--- config.mk ---
export PLATFORM = sky130hd
export DESIGN_NAME = ppm_regs
export DESIGN_NICKNAME = d
export VERILOG_FILES = /design/src/verilog/ppm_sync.v /design/src/verilog/ppm_regs.v
export VERILOG_INCLUDE_DIRS = /design/src /design/src/verilog
export SDC_FILE = /design/constraint.sdc
export NUM_CORES = 1
export LEC_CHECK = 0
export ABC_AREA = 1
export BUFFER_PORTS_ARGS = -buffer_cell sky130_fd_sc_hd__buf_2
export CAP_MARGIN = 20
export CORE_AREA = 2 2 93 50
export CTS_CLUSTER_SIZE = 25
export DETAILED_ROUTE_END_ITERATION = 8
export DIE_AREA = 0 0 95 52
export MAX_ROUTING_LAYER = met4
export PLACE_DENSITY = 0.83
export SLEW_MARGIN = 25
export SYNTH_ARGS = -nofsm -noshare
export SYNTH_HDL_FRONTEND = slang
export SYNTH_SLANG_ARGS = --single-unit
--- constraint.sdc ---
create_clock -name REF_CLK -period 0.8 [get_ports REF_CLK]
set_input_delay 0.04 -clock REF_CLK [delete_from_list [all_inputs] [get_ports REF_CLK]]
set_output_delay 0.04 -clock REF_CLK [all_outputs]
set_load 0.005 [all_outputs]
--- src/verilog/ppm_map.vh ---
// Behaviour
// - Power control/status survives the internal reset on D3hot to D0.
// - Wake-event flag bit 15 sets on every wake event, whatever the enable.
// - Writing 1 clears the wake-event flag and drops wake output; 0 ignored.
// - Data-scaling bits 14-13 and data-choice bits 12-9 always read zero.
// - Wake output asserts only while wake-assert enable bit 8 is one.
// - Without D3cold wake, enable resets to 0; with it, enable is sticky.
// - Reserved bits 7-2 of power control/status always read zero.
// - Power-state field bits 1-0 select D0, D1, D2 or D3.
// - Power extension register at 4Ah is read-only and reads all zero.
// - Routing bit 7 set sends cable-inactive indication to its output.
// - With EEPROM present, routing bit loads from bit 7 of byte 16h.
// - Read-only bit 3 of PHY output control resets to one.
// - Bits 31-8 of PHY output control always read zero.
`ifndef PPM_MAP_VH
`define PPM_MAP_VH

`define PPM_OFS_POWER_CTRL_STATUS 8'h48
`define PPM_OFS_POWER_EXTENSION   8'h4A
`define PPM_OFS_PHY_OUTPUT_CTRL   8'hEC

`define PPM_BIT_WAKE_FLAG         15
`define PPM_BIT_WAKE_ENABLE       8
`define PPM_BIT_ROUTE_ENABLE      7
`define PPM_BIT_COMPLIANCE        3

`define PPM_RST_POWER_CTRL_STATUS 16'h0000
`define PPM_RST_POWER_EXTENSION   16'h0000
`define PPM_RST_PHY_OUTPUT_CTRL   32'h00000008
`define PPM_RST_PHY_LOW           7'h08
`define PPM_RST_WAKE_FLAG         1'b0

`define PPM_STATE_D0              2'h0
`define PPM_STATE_D1              2'h1
`define PPM_STATE_D2              2'h2
`define PPM_STATE_D3              2'h3

`endif

--- src/verilog/ppm_sync.v ---
`timescale 1ns/1ps
module ppm_sync #(
    parameter WIDTH = 1
) (
    input  wire             clk,
    input  wire             rst_n,
    input  wire [WIDTH-1:0] d,
    output reg  [WIDTH-1:0] q
);
    reg [WIDTH-1:0] stage;

    // stage feeds q only; nothing else may look at it
    always @(posedge clk or negedge rst_n) begin
        if (!rst_n) begin
            stage <= {WIDTH{1'b0}};
            q     <= {WIDTH{1'b0}};
        end else begin
            stage <= d;
            q     <= stage;
        end
    end
endmodule // ppm_sync

--- src/verilog/ppm_regs.v ---
`timescale 1ns/1ps
`include "ppm_map.vh"
module ppm_regs (
    input  wire        REF_CLK,
    input  wire        NRST,
    input  wire        AUX_NRST,
    input  wire        CFG_REQ,
    input  wire        CFG_WR,
    input  wire [5:0]  CFG_DWORD,
    input  wire [3:0]  CFG_BE,
    input  wire [31:0] CFG_WDATA,
    output reg         CFG_ACK,
    output reg  [31:0] CFG_RDATA,
    input  wire        WAKE_EVENT,
    input  wire        EE_LOAD,
    input  wire [7:0]  EE_BYTE,
    input  wire        CNA_IN,
    input  wire        D3COLD_STRAP,
    output reg         PME_O,
    output reg         PME_OE_N,
    output reg         CNA_OUT,
    output reg  [1:0]  POWER_STATE,
    output reg         FUNC_RESET
);
    // main and aux-well resets, both released through two flops
    wire rst_n;
    wire aux_rst_n;
    wire cna_sync;
    wire d3cold_sync;

    ppm_sync #(.WIDTH(1)) u_rst_sync (
        .clk   (REF_CLK),
        .rst_n (NRST),
        .d     (1'b1),
        .q     (rst_n)
    );

    ppm_sync #(.WIDTH(1)) u_aux_sync (
        .clk   (REF_CLK),
        .rst_n (AUX_NRST),
        .d     (1'b1),
        .q     (aux_rst_n)
    );

    // pins from outside the clock domain
    ppm_sync #(.WIDTH(2)) u_pin_sync (
        .clk   (REF_CLK),
        .rst_n (aux_rst_n),
        .d     ({D3COLD_STRAP, CNA_IN}),
        .q     ({d3cold_sync, cna_sync})
    );

    function hit;
        input [5:0] dword;
        input [7:0] offset;
        begin
            hit = (dword == offset[7:2]);
        end
    endfunction

    wire wr_req = CFG_REQ & CFG_WR;
    wire rd_req = CFG_REQ & ~CFG_WR;
    wire wr_pm  = wr_req & hit(CFG_DWORD, `PPM_OFS_POWER_CTRL_STATUS);
    wire wr_phy = wr_req & hit(CFG_DWORD, `PPM_OFS_PHY_OUTPUT_CTRL);

    // stored state; everything else in these registers is constant zero
    reg       wake_event_flag;
    reg       wake_assert_enable;
    reg [1:0] power_state_field;
    reg       cable_activity_route_enable;
    reg [6:0] phy_low;

    reg       next_flag;
    reg       next_enable;
    reg [1:0] next_state;

    always @* begin
        next_flag   = wake_event_flag;
        next_enable = wake_assert_enable;
        next_state  = power_state_field;
        if (wr_pm && CFG_BE[1] && CFG_WDATA[`PPM_BIT_WAKE_FLAG]) begin
            next_flag = 1'b0;
        end
        if (WAKE_EVENT) begin
            // set beats a clear landing in the same cycle
            next_flag = 1'b1;
        end
        if (wr_pm && CFG_BE[1]) begin
            next_enable = CFG_WDATA[`PPM_BIT_WAKE_ENABLE];
        end
        if (wr_pm && CFG_BE[0]) begin
            next_state = CFG_WDATA[1:0];
        end
    end

    // only a main reset touches this; the D3hot exit pulse does not
    always @(posedge REF_CLK or negedge rst_n) begin
        if (!rst_n) begin
            wake_event_flag   <= `PPM_RST_WAKE_FLAG;
            power_state_field <= `PPM_STATE_D0;
        end else begin
            wake_event_flag   <= next_flag;
            power_state_field <= next_state;
        end
    end

    // enable lives in the aux well so it can outlast a main reset
    always @(posedge REF_CLK or negedge aux_rst_n) begin
        if (!aux_rst_n) begin
            wake_assert_enable <= 1'b0;
        end else if (!rst_n && !d3cold_sync) begin
            wake_assert_enable <= 1'b0;
        end else if (rst_n) begin
            wake_assert_enable <= next_enable;
        end
    end

    // phy output control: only bit 7 is software-writable
    always @(posedge REF_CLK or negedge rst_n) begin
        if (!rst_n) begin
            cable_activity_route_enable <= 1'b0;
            phy_low <= `PPM_RST_PHY_LOW;
        end else if (EE_LOAD) begin
            // image must keep bit 3 set and the rest zero
            cable_activity_route_enable <= EE_BYTE[7];
            phy_low <= EE_BYTE[6:0];
        end else if (wr_phy && CFG_BE[0]) begin
            // other lanes and bits 6-0 are dropped
            cable_activity_route_enable <= CFG_WDATA[7];
        end
    end

    wire [15:0] pm_word = {wake_event_flag,
                           4'h0, 2'h0,
                           wake_assert_enable,
                           6'h00,
                           power_state_field};
    wire [15:0] ext_word = `PPM_RST_POWER_EXTENSION;
    wire [31:0] phy_word = {24'h000000,
                            cable_activity_route_enable,
                            phy_low};

    reg [31:0] next_rdata;

    always @* begin
        next_rdata = 32'h00000000;
        if (hit(CFG_DWORD, `PPM_OFS_POWER_CTRL_STATUS)) begin
            next_rdata = {ext_word, pm_word};
        end else if (hit(CFG_DWORD, `PPM_OFS_PHY_OUTPUT_CTRL)) begin
            next_rdata = phy_word;
        end
    end

    wire d3_exit = wr_pm && CFG_BE[0]
                   && power_state_field == `PPM_STATE_D3
                   && CFG_WDATA[1:0] == `PPM_STATE_D0;

    always @(posedge REF_CLK or negedge rst_n) begin
        if (!rst_n) begin
            CFG_ACK     <= 1'b0;
            CFG_RDATA   <= 32'h00000000;
            PME_O       <= 1'b0;
            PME_OE_N    <= 1'b1;
            CNA_OUT     <= 1'b0;
            POWER_STATE <= `PPM_STATE_D0;
            FUNC_RESET  <= 1'b0;
        end else begin
            CFG_ACK     <= CFG_REQ;
            CFG_RDATA   <= rd_req ? next_rdata : 32'h00000000;
            PME_O       <= 1'b0;
            // open drain: pulled low only while flag and enable are both set
            PME_OE_N    <= ~(next_flag & next_enable);
            CNA_OUT     <= cable_activity_route_enable
                           & cna_sync;
            POWER_STATE <= next_state;
            FUNC_RESET  <= d3_exit;
        end
    end
endmodule // ppm_regs

==> summary.md <==
The flow ran to the end, but the final reports show violations. The multiplexer share of the synthesized area came out at 0%. The number of instances in the synthesized netlist came out at 152. Summed over all failing endpoints, the final setup total negative slack is -0.487 ns. Top fanout value on the critical path: 1. The cell area that synthesis handed to floorplanning was 1490 um^2. Data on the critical path is required at its endpoint by 0.76 ns.

The run gives 4 as the iteration count of the initial detailed-routing pass. The logs give 0 for the initial antenna violation count and 4190 um^2 for the core region area. The number of library cell types mapped by synthesis came out at 22. The die footprint is 4940 um^2.

After global routing the overflow that remains totals 0. The most critical setup path has its endpoint at PME_OE_N. The detail-routed via count per cell was 3.95. The dominant delay contributor by cell family on the critical path is flip-flops. The category of the worst setup path launch point was a register. Setup violations remaining at the end of the flow were counted as 9. The routed via count came out at 1118.

The endpoint identified for the worst register-to-register timing path is FUNC_RESET$_DFF_PN0_. The tools report the wire length of the first global-routing pass as 4450 um. The tools report the clock root buffer master as sky130_fd_sc_hd__clkbuf_8.

The number of nets in the layout was 284; the number of pins with negative max-slew slack in the final report was 0. The combined buffer and inverter count along the critical path was 1. VDD sags by at most 0.595 mV.

The clock net in this run drives a total of 34 sinks. The share of synthesized flip-flops with an asynchronous set or reset is 100%. The longest clock path from root to sink contains 2 buffers. The synthesized-area fraction occupied by xor and xnor cells is 0%. After Yosys synthesis, and, or, nand and nor cells account for 20.9% of the synthesized area. Die width: 95 um.

The number of rows created at floorplan is 17, and the total global routing track utilization is 12.6%. The average wire per standard cell was 10.3 um; the worst clock skew on the final layout was 0.00384 ns. Largest area contributor in the netlist: sky130_fd_sc_hd__dfrtp_1. The complex-gate fraction of the synthesized area is 3.37%, and the final hold violation count is 0. The largest single stage delay on the critical path is 0.52 ns. The share of the synthesized area in the top cell type is 53.9%, and the area overhead of the layout relative to synthesis is 37.7%.

The critical path goes through buf_6. The leading register cell type out of synthesis is sky130_fd_sc_hd__dfrtp_1. Sort of element at the end of the critical path: an output pin. The number of cells on the critical path is 1. During placement, the flow inserted port buffers numbering 45. After clock tree synthesis, the clock-pin slew on the worst setup and hold paths is 0.06 ns.

Counting the buffers created by CTS gives 5. The number of cells traversed by the worst register-to-register path is 3. TritonCTS built the clock tree. Setup repair after global routing could not meet its margin everywhere. Timing would allow up to 1080 MHz. The post-route clock period utilization came out at 115%. The H-tree was split into 2 levels. The floorplan step set the die height to 52 um. Launch point of the worst path: PME_OE_N$_DFF_PN1_. Dividing the synthesized area by the synthesized cell count gives 9.77 um^2. The number of antenna diodes in the final layout is 0.

The total detailed-routing wirelength is 2900 um. The tools report the global placer's final weighted congestion as 0.804. For this configuration, the core starts out at a cell density of 35.4%.

By area the synthesized netlist is led by sky130_fd_sc_hd__dfrtp_1, sky130_fd_sc_hd__buf_4, sky130_fd_sc_hd__nand2_1, sky130_fd_sc_hd__inv_1, sky130_fd_sc_hd__dfstp_2. Largest family of logic cells by synthesized area: simple AND/OR/NAND/NOR gates. The run gives 98 as the count of pins on the block boundary. The adder-cell area share of the yosys netlist was 0%. The power density over the cells was 1690 nW/um^2; the largest net degree at the start of global routing was 22.

For the total number of yosys warnings, the log shows 0. The detail route stage leaves a number of antenna-violating nets equal to 0. In this run the critical register-to-register path is launched from POWER_STATE[1]$_DFFE_PN0P_.

The kind of critical path is reg2out. Max-cap violations in this run came to 0. The first routing iteration left 29 violations. The via count of the first global-routing pass is 1022, and the sum of internal, switching and leakage power is 3.45 mW.

Data arrives at the worst endpoint at 0.88 ns. The final reports fail on negative setup slack. Cells with a size suffix above 1 make up 36.7% of the layout.

The min-delay analysis places its worst path in the category in2reg. In this run the static leakage power is 1.08 nW. The number of synthesized flops with an enable pin works out to 0. The synthesized design contains 34 register bits.

For the clock latency reported for the late side of the worst-skew pair, the log shows 0.28 ns. After synthesis, flip-flops and latches occupy 57.5% of the total area. The routed design could run at a clock period as short as 0.922 ns. The worst reg-to-reg setup slack came out at -0.06 ns.

The largest individual stage delay along the critical path comes from the cell sky130_fd_sc_hd__dfstp_2. The smallest setup slack after layout is -0.122 ns. The wire-length estimate of the detail-placed layout is 2260 um. The tools report the number of design rule violations left after detail routing as 0. The commonest cells after synthesis are sky130_fd_sc_hd__dfrtp_1, sky130_fd_sc_hd__nand2_1, sky130_fd_sc_hd__buf_4, sky130_fd_sc_hd__inv_1, sky130_fd_sc_hd__nand3_1.
## cells by family after synthesis
logic type,Yosys count
AO/OA/AOI/OAI,10
buffers and inverters,45
other,2
AND/OR/NAND/NOR,61
flip-flops,34
## worst reg2reg max path, cell delays in order (launching register included)
cell and delay (ns):
sky130_fd_sc_hd__dfrtp_1 0.43, sky130_fd_sc_hd__buf_6 0.13, sky130_fd_sc_hd__nand3_2 0.07, sky130_fd_sc_hd__nor3_2 0.16
## cells in the final DEF (no fill, tap or decap)
cell                             n
sky130_fd_sc_hd__buf_2          43
sky130_fd_sc_hd__dfrtp_1        31
sky130_fd_sc_hd__nand2_1        31
sky130_fd_sc_hd__conb_1         25
sky130_fd_sc_hd__inv_1          18
sky130_fd_sc_hd__dlygate4sd3_1  14
sky130_fd_sc_hd__nand3_2         6
sky130_fd_sc_hd__clkbuf_8        6
sky130_fd_sc_hd__buf_4           6
sky130_fd_sc_hd__nor3_1          5
sky130_fd_sc_hd__buf_6           5
sky130_fd_sc_hd__nand3_1         4
sky130_fd_sc_hd__o21ai_1         4
sky130_fd_sc_hd__o21ai_0         4
sky130_fd_sc_hd__nand2_2         3
sky130_fd_sc_hd__nor2_1          3
sky130_fd_sc_hd__dfstp_2         2
sky130_fd_sc_hd__inv_2           2
sky130_fd_sc_hd__nor3b_2         2
sky130_fd_sc_hd__nor3_2          2
sky130_fd_sc_hd__a21oi_2         2
sky130_fd_sc_hd__nand4_1         2
sky130_fd_sc_hd__clkbuf_1        2
sky130_fd_sc_hd__nor2_4          1
sky130_fd_sc_hd__nor2_2          1
sky130_fd_sc_hd__nor3_4          1
sky130_fd_sc_hd__dfrtp_4         1
## flip-flops by register name, summed over array words and instances, names as in the netlist
| register | cells |
|---|---|
| POWER_STATE | 2 |
| wake_event_flag | 1 |
| u_aux_sync.q | 1 |
| phy_low | 7 |
| cable_activity_route_enable | 1 |
| u_rst_sync.stage | 1 |
| u_pin_sync.q | 2 |
| wake_assert_enable | 1 |
| CFG_RDATA | 10 |
| u_pin_sync.stage | 2 |
| PME_OE_N | 1 |
| CNA_OUT | 1 |
| u_rst_sync.q | 1 |
| CFG_ACK | 1 |
| FUNC_RESET | 1 |
| u_aux_sync.stage | 1 |
## stage by stage
step	worst slack [ns]	util (%)	hold WS, ns	instances	instance area (um^2)
6_report	-0.122	48.8	0.0183	283	2040
2_1_floorplan	-0.0729	-	-0.256	175	1580
3_3_place_gp	-0.0715	41.4	-0.173	258	1730
5_1_grt	-0.152	48.8	0.0245	283	2040
4_1_cts	-0.137	47.7	0.00624	283	2000
3_5_place_dp	-0.155	41.4	-0.173	258	1730
## power breakdown
group	total, mW	switching [mW]	internal (mW)
logic	0.375	0.198	0.176
clock network	1.24	0.545	0.700
registers	1.83	0.0351	1.79
## how the worst min path moves through the flow
stage	endpoint	startpoint	slack (ns)	cells after the start
detailed placement	u_aux_sync.q$_DFF_PN0_	AUX_NRST	-0.17	1
floorplan	u_aux_sync.q$_DFF_PN0_	AUX_NRST	-0.26	0
global route	FUNC_RESET$_DFF_PN0_	CFG_WDATA[1]	0.02	4
global placement	u_aux_sync.stage$_DFF_PN0_	AUX_NRST	-0.17	1
CTS	FUNC_RESET$_DFF_PN0_	CFG_WDATA[1]	0.006	4
finish	FUNC_RESET$_DFF_PN0_	CFG_WDATA[1]	0.02	4
## routing by layer
layer	GRT usage, %	vias to the layer above	wire [um]
met5	-	-	0
met4	5.07	0	26
met3	5.07	2	224
met2	18.9	37	1370
met1	15.4	513	1280
li1	-	566	-
## cell type report
class | instances | area (um^2)
sequential | 34 | 857
multi-input combinational | 96 | 494
fill | 395 | 2150
clock buffer | 8 | 90.1
timing repair buffer | 68 | 457
inverter | 20 | 75.1
tap | 57 | 71.3
## timing repair
action,CTS,global route
resized for setup,3,11
pin swaps,2,2
setup buffers,3,0
hold buffers,14,0
gates cloned,0,0
hold endpoints to repair,18,0
endpoints found under the setup margin,15,23
Power figures use the tool's default switching activity.
